File: config.mk
export PLATFORM = sky130hd
export DESIGN_NAME = eep_ctrl
export DESIGN_NICKNAME = d
export VERILOG_FILES = /design/src/eep_pkg.sv /design/src/eep_ctrl.sv /design/src/eep_sync.sv
export VERILOG_INCLUDE_DIRS = /design/src
export SDC_FILE = /design/constraint.sdc
export NUM_CORES = 1
export LEC_CHECK = 0
export BUFFER_PORTS_ARGS = -buffer_cell sky130_fd_sc_hd__buf_2
export CORE_MARGIN = 8
export CORE_UTILIZATION = 23
export CTS_BUF_LIST = sky130_fd_sc_hd__clkbuf_8
export CTS_CLUSTER_DIAMETER = 100
export DETAILED_ROUTE_END_ITERATION = 10
export PLACE_DENSITY_LB_ADDON = 0.05
export SYNTH_ARGS = -nofsm -noshare
export SYNTH_HDL_FRONTEND = slang
export SYNTH_HIERARCHICAL = 1
export SYNTH_SLANG_ARGS = --single-unit
File: constraint.sdc
create_clock -name core_clk -period 2.7 [get_ports core_clk]
set_input_delay 0.135 -clock core_clk [delete_from_list [all_inputs] [get_ports core_clk]]
set_output_delay 0.135 -clock core_clk [all_outputs]
set_load 0.005 [all_outputs]
File: src/eep_cfg.svh
`ifndef EEP_CFG_SVH
`define EEP_CFG_SVH

// ==========================================================================
// Register map (byte addresses on the AXI4-Lite port).
`define EEP_CMD_OFS       8'h40
`define EEP_DATA_OFS      8'h44

// ==========================================================================
// Field positions in the command/control word.
`define EEP_BUSY_BIT      31
`define EEP_OPC_MSB       30
`define EEP_OPC_LSB       28
`define EEP_TO_BIT        10
`define EEP_DL_BIT        9
`define EEP_ADDR_MSB      8
`define EEP_DATA_MSB      7

// ==========================================================================
// Reset values.
`define EEP_RST_OPC       3'h0
`define EEP_RST_ADDR      9'h000
`define EEP_RST_DATA      8'h00

// ==========================================================================
// Image signature and bus answers.
`define EEP_SIGNATURE     8'hA5
`define EEP_RESP_OKAY     2'h0
`define EEP_RESP_SLVERR   2'h2

// ==========================================================================
// Timing: core clock rate, busy timeout and serial clock half period.
`define EEP_CLK_HZ        40000000
`define EEP_TIMEOUT_MS    30
`define EEP_SK_HALF_CYC   20

`endif

File: src/eep_pkg.sv
package eep_pkg;

  // ==========================================================================
  // Operation codes as held in the command field.
  typedef enum logic [2:0] {
    EEP_OP_READ   = 3'h0,
    EEP_OP_ERASE_WRITE_DISABLE_CMD   = 3'h1,
    EEP_OP_ERASE_WRITE_ENABLE_CMD   = 3'h2,
    EEP_OP_WRITE  = 3'h3,
    EEP_OP_WRITE_ALL_CMD   = 3'h4,
    EEP_OP_ERASE  = 3'h5,
    EEP_OP_ERASE_ALL_CMD   = 3'h6,
    EEP_OP_RELOAD = 3'h7
  } eep_op_e;

  // ==========================================================================
  // Serial engine states, Gray coded along idle-shift-deselect-poll-done.
  typedef enum logic [2:0] {
    EEP_ST_IDLE  = 3'h0,
    EEP_ST_SHIFT = 3'h1,
    EEP_ST_DESEL = 3'h3,
    EEP_ST_POLL  = 3'h2,
    EEP_ST_DONE  = 3'h6
  } eep_state_e;

endpackage

File: src/eep_ctrl.sv
// Added by the designer: register access over AXI4-Lite.
`timescale 1ns/1ps
`include "eep_cfg.svh"

module eep_ctrl import eep_pkg::*; #(
  parameter int ADDR_W         = 8,
  parameter int SK_HALF        = `EEP_SK_HALF_CYC,
  parameter int TIMEOUT_CYCLES = `EEP_TIMEOUT_MS * (`EEP_CLK_HZ / 1000)
) (
  input  wire logic              core_clk,
  input  wire logic              rst_b,
  input  wire logic [ADDR_W-1:0] s_axi_awaddr,
  input  wire logic              s_axi_awvalid,
  output logic                   s_axi_awready,
  input  wire logic [31:0]       s_axi_wdata,
  input  wire logic [3:0]        s_axi_wstrb,
  input  wire logic              s_axi_wvalid,
  output logic                   s_axi_wready,
  output logic [1:0]             s_axi_bresp,
  output logic                   s_axi_bvalid,
  input  wire logic              s_axi_bready,
  input  wire logic [ADDR_W-1:0] s_axi_araddr,
  input  wire logic              s_axi_arvalid,
  output logic                   s_axi_arready,
  output logic [31:0]            s_axi_rdata,
  output logic [1:0]             s_axi_rresp,
  output logic                   s_axi_rvalid,
  input  wire logic              s_axi_rready,
  output logic                   eepCs,
  output logic                   eepSk,
  output logic                   eepDi,
  input  wire logic              eepDo
);

  localparam int DIV_W = (SK_HALF > 1) ? $clog2(SK_HALF) : 1;
  localparam int TO_W  = $clog2(TIMEOUT_CYCLES + 1);

  logic [ADDR_W-1:0] awAddr_q;
  logic              awHeld_q;
  logic [31:0]       wData_q;
  logic [3:0]        wStrb_q;
  logic              wHeld_q;
  logic              wrFire;
  logic              wrCmd;
  logic              wrData;
  logic [2:0]        opc_q;
  logic [8:0]        addr_q;
  logic [7:0]        buffer_q;
  logic              busy_q;
  logic              loaded_q;
  logic              tmo_q;
  logic              bootPend_q;
  logic              swStart;
  logic              launch;
  eep_op_e           launchOp;
  logic [8:0]        launchAddr;
  eep_state_e        state_q;
  eep_op_e           curOp_q;
  logic [19:0]       frame_q;
  logic [7:0]        shIn_q;
  logic [4:0]        bitCnt_q;
  logic [4:0]        nBits_q;
  logic [DIV_W-1:0]  divCnt_q;
  logic              tick;
  logic [TO_W-1:0]   toCnt_q;
  logic              toHit;
  logic              doSync;

  // ==========================================================================
  // Decode helpers.
  // Address decode ignores the two byte-offset bits, so any byte address in
  // the word hits the register.
  function automatic logic [1:0] regSel(input logic [ADDR_W-1:0] a);
    logic [ADDR_W-1:0] w;
    w = {a[ADDR_W-1:2], 2'h0};
    if (w == ADDR_W'(`EEP_CMD_OFS)) begin
      regSel = 2'h1;
    end else if (w == ADDR_W'(`EEP_DATA_OFS)) begin
      regSel = 2'h2;
    end else begin
      regSel = 2'h0;
    end
  endfunction

  // Ops that carry eight data bits in or out use a 20-clock frame.
  function automatic logic longFrame(input eep_op_e op);
    longFrame = (op == EEP_OP_READ) || (op == EEP_OP_WRITE) ||
                (op == EEP_OP_WRITE_ALL_CMD) || (op == EEP_OP_RELOAD);
  endfunction

  // Programming ops need a ready/busy poll after the frame.
  function automatic logic needsPoll(input eep_op_e op);
    needsPoll = (op == EEP_OP_WRITE) || (op == EEP_OP_WRITE_ALL_CMD) ||
                (op == EEP_OP_ERASE) || (op == EEP_OP_ERASE_ALL_CMD);
  endfunction

  // Serial frame, MSB first: start bit, two opcode bits, nine address bits,
  // then eight data bits where the op has them.
  function automatic logic [19:0] buildFrame(input eep_op_e op, input logic [8:0] a,
                                             input logic [7:0] d);
    case (op)
      EEP_OP_READ:   buildFrame = {3'h6, a, 8'h00};
      EEP_OP_ERASE_WRITE_DISABLE_CMD:   buildFrame = {3'h4, 9'h000, 8'h00};
      EEP_OP_ERASE_WRITE_ENABLE_CMD:   buildFrame = {3'h4, 9'h180, 8'h00};
      EEP_OP_WRITE:  buildFrame = {3'h5, a, d};
      EEP_OP_WRITE_ALL_CMD:   buildFrame = {3'h4, 9'h080, d};
      EEP_OP_ERASE:  buildFrame = {3'h7, a, 8'h00};
      EEP_OP_ERASE_ALL_CMD:   buildFrame = {3'h4, 9'h100, 8'h00};
      EEP_OP_RELOAD: buildFrame = {3'h6, 9'h000, 8'h00};
      default:       buildFrame = 20'h0_0000;
    endcase
  endfunction

  // ==========================================================================
  // AXI4-Lite write channels: address and data are taken independently.
  assign wrFire = awHeld_q && wHeld_q && !s_axi_bvalid;
  assign wrCmd  = wrFire && (regSel(awAddr_q) == 2'h1);
  assign wrData = wrFire && (regSel(awAddr_q) == 2'h2);

  always_ff @(posedge core_clk or negedge rst_b) begin
    if (!rst_b) begin
      awHeld_q      <= 1'b0;
      awAddr_q      <= '0;
      s_axi_awready <= 1'b0;
    end else if (s_axi_awvalid && s_axi_awready) begin
      awHeld_q      <= 1'b1;
      awAddr_q      <= s_axi_awaddr;
      s_axi_awready <= 1'b0;
    end else if (wrFire) begin
      awHeld_q      <= 1'b0;
      s_axi_awready <= 1'b1;
    end else if (!awHeld_q) begin
      s_axi_awready <= 1'b1;
    end
  end

  always_ff @(posedge core_clk or negedge rst_b) begin
    if (!rst_b) begin
      wHeld_q      <= 1'b0;
      wData_q      <= '0;
      wStrb_q      <= '0;
      s_axi_wready <= 1'b0;
    end else if (s_axi_wvalid && s_axi_wready) begin
      wHeld_q      <= 1'b1;
      wData_q      <= s_axi_wdata;
      wStrb_q      <= s_axi_wstrb;
      s_axi_wready <= 1'b0;
    end else if (wrFire) begin
      wHeld_q      <= 1'b0;
      s_axi_wready <= 1'b1;
    end else if (!wHeld_q) begin
      s_axi_wready <= 1'b1;
    end
  end

  // Unmapped writes are dropped and answered with SLVERR.
  always_ff @(posedge core_clk or negedge rst_b) begin
    if (!rst_b) begin
      s_axi_bvalid <= 1'b0;
      s_axi_bresp  <= `EEP_RESP_OKAY;
    end else if (wrFire) begin
      s_axi_bvalid <= 1'b1;
      s_axi_bresp  <= (regSel(awAddr_q) == 2'h0) ? `EEP_RESP_SLVERR : `EEP_RESP_OKAY;
    end else if (s_axi_bready) begin
      s_axi_bvalid <= 1'b0;
    end
  end

  // ==========================================================================
  // AXI4-Lite read channel: one cycle from address to data, no side effects.
  always_ff @(posedge core_clk or negedge rst_b) begin
    if (!rst_b) begin
      s_axi_arready <= 1'b0;
      s_axi_rvalid  <= 1'b0;
      s_axi_rdata   <= '0;
      s_axi_rresp   <= `EEP_RESP_OKAY;
    end else if (s_axi_arvalid && s_axi_arready) begin
      s_axi_arready <= 1'b0;
      s_axi_rvalid  <= 1'b1;
      s_axi_rresp   <= `EEP_RESP_OKAY;
      case (regSel(s_axi_araddr))
        2'h1: s_axi_rdata <= {busy_q, opc_q, 17'h0_0000, tmo_q, loaded_q, addr_q};
        2'h2: s_axi_rdata <= {24'h00_0000, buffer_q};
        default: begin
          s_axi_rdata <= '0;
          s_axi_rresp <= `EEP_RESP_SLVERR;
        end
      endcase
    end else if (s_axi_rvalid && s_axi_rready) begin
      s_axi_rvalid  <= 1'b0;
      s_axi_arready <= 1'b1;
    end else if (!s_axi_rvalid) begin
      s_axi_arready <= 1'b1;
    end
  end

  // ==========================================================================
  // Launch of an operation. The power-up image load goes first; a software
  // start arriving while busy is ignored rather than queued.
  assign swStart  = wrCmd && wStrb_q[3] && wData_q[`EEP_BUSY_BIT] && !busy_q;
  assign launch   = (state_q == EEP_ST_IDLE) && !busy_q && (bootPend_q || swStart);
  assign launchOp = bootPend_q ? EEP_OP_RELOAD :
                    eep_op_e'(wData_q[`EEP_OPC_MSB:`EEP_OPC_LSB]);
  // The address register only updates at the launch edge, so take the strobed bytes of the
  // starting write itself; otherwise the frame would go out to the previous address.
  assign launchAddr = {wStrb_q[1] ? wData_q[`EEP_ADDR_MSB] : addr_q[8],
                       wStrb_q[0] ? wData_q[7:0] : addr_q[7:0]};

  always_ff @(posedge core_clk or negedge rst_b) begin
    if (!rst_b) begin
      bootPend_q <= 1'b1;
    end else if (launch) begin
      bootPend_q <= 1'b0;
    end
  end

  // Command fields; writes during an operation are ignored so the running
  // frame cannot be corrupted by a misbehaving driver.
  always_ff @(posedge core_clk or negedge rst_b) begin
    if (!rst_b) begin
      opc_q  <= `EEP_RST_OPC;
      addr_q <= `EEP_RST_ADDR;
    end else if (wrCmd && !busy_q) begin
      if (wStrb_q[3]) begin
        opc_q <= wData_q[`EEP_OPC_MSB:`EEP_OPC_LSB];
      end
      if (wStrb_q[1]) begin
        addr_q[8] <= wData_q[`EEP_ADDR_MSB];
      end
      if (wStrb_q[0]) begin
        addr_q[7:0] <= wData_q[7:0];
      end
    end
  end

  // Data byte: software fills it when idle, a finished read refills it.
  always_ff @(posedge core_clk or negedge rst_b) begin
    if (!rst_b) begin
      buffer_q <= `EEP_RST_DATA;
    end else if (state_q == EEP_ST_DONE && curOp_q == EEP_OP_READ) begin
      buffer_q <= shIn_q;
    end else if (wrData && !busy_q && wStrb_q[0]) begin
      buffer_q <= wData_q[`EEP_DATA_MSB:0];
    end
  end

  // Busy is set by the launch and clears itself when the engine finishes.
  always_ff @(posedge core_clk or negedge rst_b) begin
    if (!rst_b) begin
      busy_q <= 1'b0;
    end else if (launch) begin
      busy_q <= 1'b1;
    end else if (state_q == EEP_ST_DONE) begin
      busy_q <= 1'b0;
    end
  end

  // Sticky flags, write one to clear; a set in the clearing cycle wins.
  // A failed reload touches nothing but leaves the loaded flag alone.
  always_ff @(posedge core_clk or negedge rst_b) begin
    if (!rst_b) begin
      loaded_q <= 1'b0;
    end else if (state_q == EEP_ST_DONE && curOp_q == EEP_OP_RELOAD &&
                 shIn_q == `EEP_SIGNATURE) begin
      loaded_q <= 1'b1;
    end else if (wrCmd && wStrb_q[1] && wData_q[`EEP_DL_BIT]) begin
      loaded_q <= 1'b0;
    end
  end

  always_ff @(posedge core_clk or negedge rst_b) begin
    if (!rst_b) begin
      tmo_q <= 1'b0;
    end else if (toHit) begin
      tmo_q <= 1'b1;
    end else if (wrCmd && wStrb_q[1] && wData_q[`EEP_TO_BIT]) begin
      tmo_q <= 1'b0;
    end
  end

  // ==========================================================================
  // Serial clock divider, restarted at each launch so the first half period
  // is full length.
  assign tick = (divCnt_q == DIV_W'(SK_HALF - 1));

  always_ff @(posedge core_clk or negedge rst_b) begin
    if (!rst_b) begin
      divCnt_q <= '0;
    end else if (launch || tick) begin
      divCnt_q <= '0;
    end else begin
      divCnt_q <= divCnt_q + DIV_W'(1);
    end
  end

  eep_sync #(
    .W (1)
  ) u_do_sync (
    .core_clk (core_clk),
    .rst_b    (rst_b),
    .asyncIn  (eepDo),
    .syncOut  (doSync)
  );

  // Poll gives up when the device still reports busy at the last count.
  assign toHit = (state_q == EEP_ST_POLL) && tick && !doSync &&
                 (toCnt_q >= TO_W'(TIMEOUT_CYCLES - SK_HALF));

  // ==========================================================================
  // Serial engine. Data in is sampled at the end of each high phase; for a
  // read the last eight samples are the byte, after the dummy zero.
  always_ff @(posedge core_clk or negedge rst_b) begin
    if (!rst_b) begin
      state_q  <= EEP_ST_IDLE;
      curOp_q  <= EEP_OP_READ;
      frame_q  <= '0;
      shIn_q   <= '0;
      bitCnt_q <= '0;
      nBits_q  <= '0;
      toCnt_q  <= '0;
      eepCs    <= 1'b0;
      eepSk    <= 1'b0;
      eepDi    <= 1'b0;
    end else begin
      case (state_q)
        EEP_ST_IDLE: begin
          if (launch) begin
            logic [19:0] f;
            f = buildFrame(launchOp, bootPend_q ? 9'h000 : launchAddr, buffer_q);
            curOp_q  <= launchOp;
            nBits_q  <= longFrame(launchOp) ? 5'h14 : 5'h0C;
            bitCnt_q <= '0;
            eepCs    <= 1'b1;
            eepSk    <= 1'b0;
            eepDi    <= f[19];
            frame_q  <= {f[18:0], 1'b0};
            state_q  <= EEP_ST_SHIFT;
          end
        end
        EEP_ST_SHIFT: begin
          if (tick && !eepSk) begin
            eepSk <= 1'b1;
          end else if (tick) begin
            eepSk  <= 1'b0;
            shIn_q <= {shIn_q[6:0], doSync};
            if (bitCnt_q == nBits_q - 5'h01) begin
              eepCs   <= 1'b0;
              eepDi   <= 1'b0;
              state_q <= EEP_ST_DESEL;
            end else begin
              bitCnt_q <= bitCnt_q + 5'h01;
              eepDi    <= frame_q[19];
              frame_q  <= {frame_q[18:0], 1'b0};
            end
          end
        end
        EEP_ST_DESEL: begin
          // Select stays low one half period before any ready poll.
          if (tick && needsPoll(curOp_q)) begin
            eepCs   <= 1'b1;
            toCnt_q <= '0;
            state_q <= EEP_ST_POLL;
          end else if (tick) begin
            state_q <= EEP_ST_DONE;
          end
        end
        EEP_ST_POLL: begin
          // A missing part with data in held low never reports ready.
          if (tick && (doSync || toHit)) begin
            eepCs   <= 1'b0;
            state_q <= EEP_ST_DONE;
          end else if (toCnt_q != TO_W'(TIMEOUT_CYCLES)) begin
            toCnt_q <= toCnt_q + TO_W'(1);
          end
        end
        EEP_ST_DONE: begin
          state_q <= EEP_ST_IDLE;
        end
        default: begin
          state_q <= EEP_ST_IDLE;
          eepCs   <= 1'b0;
        end
      endcase
    end
  end

endmodule

File: src/eep_sync.sv
`timescale 1ns/1ps

module eep_sync #(
  parameter int W = 1
) (
  input  wire logic         core_clk,
  input  wire logic         rst_b,
  input  wire logic [W-1:0] asyncIn,
  output logic      [W-1:0] syncOut
);

  logic [W-1:0] meta_q;

  // ==========================================================================
  // Two flops; the first is read only by the second to keep metastability out.
  always_ff @(posedge core_clk or negedge rst_b) begin
    if (!rst_b) begin
      meta_q  <= '0;
      syncOut <= '0;
    end else begin
      meta_q  <= asyncIn;
      syncOut <= meta_q;
    end
  end

endmodule

==> results by group <==
Global routing
  • Gr usage total: 0.114
  • Initial antenna violation count: 0
  • First-pass GRT wire length: 32100 um
  • Vias in the first global route: 5554
  • Pin count of the biggest net entering global routing: 62
  • Grt ovf: 0

Detailed routing
  • Overall routed net length: 19900 um
  • Post-route ant nets: 0
  • Via density: 4.43
  • Detailed router's first-iteration violation count: 292
  • DRC: 0
  • Drt wl/cell: 16.8 um
  • Pre-Repair DR Iteration Count: 4
  • DR vias: 5240

Logic synthesis
  • EDFF count, synth: 0
  • Yosys reg bits: 144
  • Post-Syn Area: 6960 um2
  • Seq/Total Area, Yosys: 0.518
  • Avg Synthesized Cell Area: 10.2 um2
  • Ys flop type: dfrtp_1
  • Synth warn: 6
  • Synth unique cells: 67
  • Syn Inst Count: 680
  • FFs w/ async S/R, synth: 1.00

Layout
  • Nets: 851
  • Fill cell count: 3170
  • Commonest non-fill, non-tap cell in the layout: dfrtp_1
  • Share of cells above drive strength 1: 0.210
  • Non-filler cells, final: 1184
  • Ant. Diodes: 0
  • P&R area growth vs syn: 22.5%
  • Most frequent cells in the layout: 143 x dfrtp_1, 68 x nor2_1, 61 x nand2_1, 61 x buf_2, 46 x a21oi_1
  • Final instance area: 8520 um2

Critical path
  • CP Launch Type: register
  • Worst R2R Path Depth: 6
  • Required @ worst endpoint: 3.04 ns
  • Max Fanout on Critical Path: 18
  • Critical path capture point type: register
  • Crit Path Category: reg2reg
  • Arr. time, crit path: 2.87 ns

Clock tree
  • CTS Buf Count: 17
  • Clk_lat worst skew: 0.45 ns
  • Clock-pin slew on the worst setup and hold paths: 0.09 ns
  • CTS H-tree lvls: 4
  • Setup bufs post-CTS: 0
  • CTS tree: yes
  • Clock root buffer: clkbuf_8
  • Bufs on Longest Clock Path: 2
  • Clock Sink Count: 144

STA
  • # setup viols final: 0
  • Total negative slack: 0 ns
  • Actual slew at the worst max-slew pin: 0.688 ns
  • RSZ-0062 raised after global routing: no
  • Slew headroom: 0.541
  • Final worst path period need: 2.52 ns
  • Maximum clock rate: 0.396 GHz
  • Max-slew violations: 0
  • Hold Vio Cnt, Final: 0
  • Clk_skew: 0.0155 ns
  • Crit share post-route: 0.935

Worst hold path
  • Hold path cells: 3
  • Hold crit path type: in2reg

Placement
  • DPL Wire Length: 14500 um
  • Inst Count DP: 1124
  • PortBufs: 62
  • Placed Area: 7760 um2
  • Gpl congestion: 0.769

Pwr
  • Total power draw: 7.04 mW
  • VDD IR max: 0.000314 V
  • P_leak: 3.93 nW
  • Cell Pwr Density: 826 nW/um2

Floorplan
  • Core area: 29700 um2
  • Initial Util: 0.234
  • Die Y: 190 um
  • Std cell rows: 63
  • Total die area: 36100 um2
  • Die Wd: 190 um
  • # IOs: 104

Run status
  • Status: finished clean

Flow run
  • Max_cap viols: 0
[stage by stage]
stage	setup WS, ns	hold slack [ns]	utilization
finish	0.176	0.0795	0.287
global placement	0.143	0.146	0.261
global route	0.0305	0.0624	0.287
detailed placement	0.150	0.145	0.261
CTS	0.107	0.0585	0.286
floorplan	0.456	-0.161	-
[cell usage after synthesis (18+ instances only)]
library cell | count | area, um2
nor2_1 | 69 | 259
mux2_2 | 33 | 372
inv_1 | 21 | 78.8
dfrtp_1 | 143 | 3580
nand2_1 | 61 | 229
o21ai_0 | 19 | 95.1
nand3_1 | 35 | 175
a21oi_1 | 46 | 230
a31oi_1 | 18 | 113
clkbuf_1 | 22 | 82.6
mux2i_1 | 32 | 320
buf_4 | 20 | 150
[flip-flops by register name, summed over array words and instances, names as in the netlist, 3 cells and up]
register and count:
addr_q 9, awAddr_q 6, bitCnt_q 5, buffer_q 8
curOp_q 3, divCnt_q 5, frame_q 19, nBits_q 3
opc_q 3, s_axi_rdata 15, shIn_q 8, state_q 3
toCnt_q 21, wData_q 15, wStrb_q 3
[cell type report]
cell class / instances / area (um2) / share of cell area
Multi-Input combinational cell: 484 / 3100 / 0.364
Clock buffer: 18 / 248 / 0.0291
Tap cell: 390 / 488 / 0.0573
Sequential cell: 144 / 3600 / 0.423
Clock inverter: 13 / 210 / 0.0247
Timing Repair Buffer: 114 / 792 / 0.0930
Inverter: 21 / 78.8 / 0.00925
[worst paths after layout]
| kind | start | endpoint | slack (ns) |
|---|---|---|---|
| setup / recovery | toCnt_q[15]$_DFFE_PN0P_ | toCnt_q[19]$_DFFE_PN0P_ | 0.18 |
| hold / removal | s_axi_awvalid | awHeld_q$_DFFE_PN0P_ | 0.08 |
| setup reg to reg | toCnt_q[15]$_DFFE_PN0P_ | toCnt_q[19]$_DFFE_PN0P_ | 0.18 |
| hold reg to reg | u_do_sync/meta_q$_DFF_PN0_ | u_do_sync/syncOut$_DFF_PN0_ | 0.36 |
| max in group asynchronous | rst_b | toCnt_q[4]$_DFFE_PN0P_ | 1.62 |
| min in group asynchronous | rst_b | frame_q[6]$_DFFE_PN0P_ | 0.20 |
[worst max-delay path, cell delays in order, from the launching register on]
cell and delay [ns]:
dfrtp_1 0.46, or4_4 0.56, nor4_4 0.34, a22oi_2 0.13
a31o_2 0.40, and2_4 0.21, a221o_1 0.31
[routing by layer]
metal / share of wire / global-route usage / vias to the layer above
met5: 0 / 0 / -
met4: 0.013 / 0.0304 / 0
met3: 0.036 / 0.0264 / 14
met2: 0.49 / 0.190 / 82
met1: 0.46 / 0.145 / 2547
li1: - / - / 2597
[power by group]
group	total [mW]	leakage [nW]	internal, mW	switching, mW
logic	1.91	1.80	0.862	1.05
registers	3.10	1.90	2.63	0.469
clock network	2.03	0.231	1.13	0.904
[repair_timing]
action,CTS,global route
hold buffers,29,0
resized for setup,0,2
hold endpoints to repair,79,0
endpoints found under the setup margin,0,18
[logic make-up (layout without fill, tap and decap cells)]
family                   after synthesis  in the layout  share of synthesized area
multiplexers                          69             69                      0.106
flip-flops                           144            144                      0.518
AND/OR/NAND/NOR                      230            230                      0.162
AO/OA/AOI/OAI                        148            148                      0.134
XOR/XNOR                               9              9                     0.0133
other                                  1             19                   0.000539
adder cells (fa/ha/maj)                9              9                     0.0162
buffers and inverters                 70            166                     0.0498
Power figures use the tool's default switching activity.
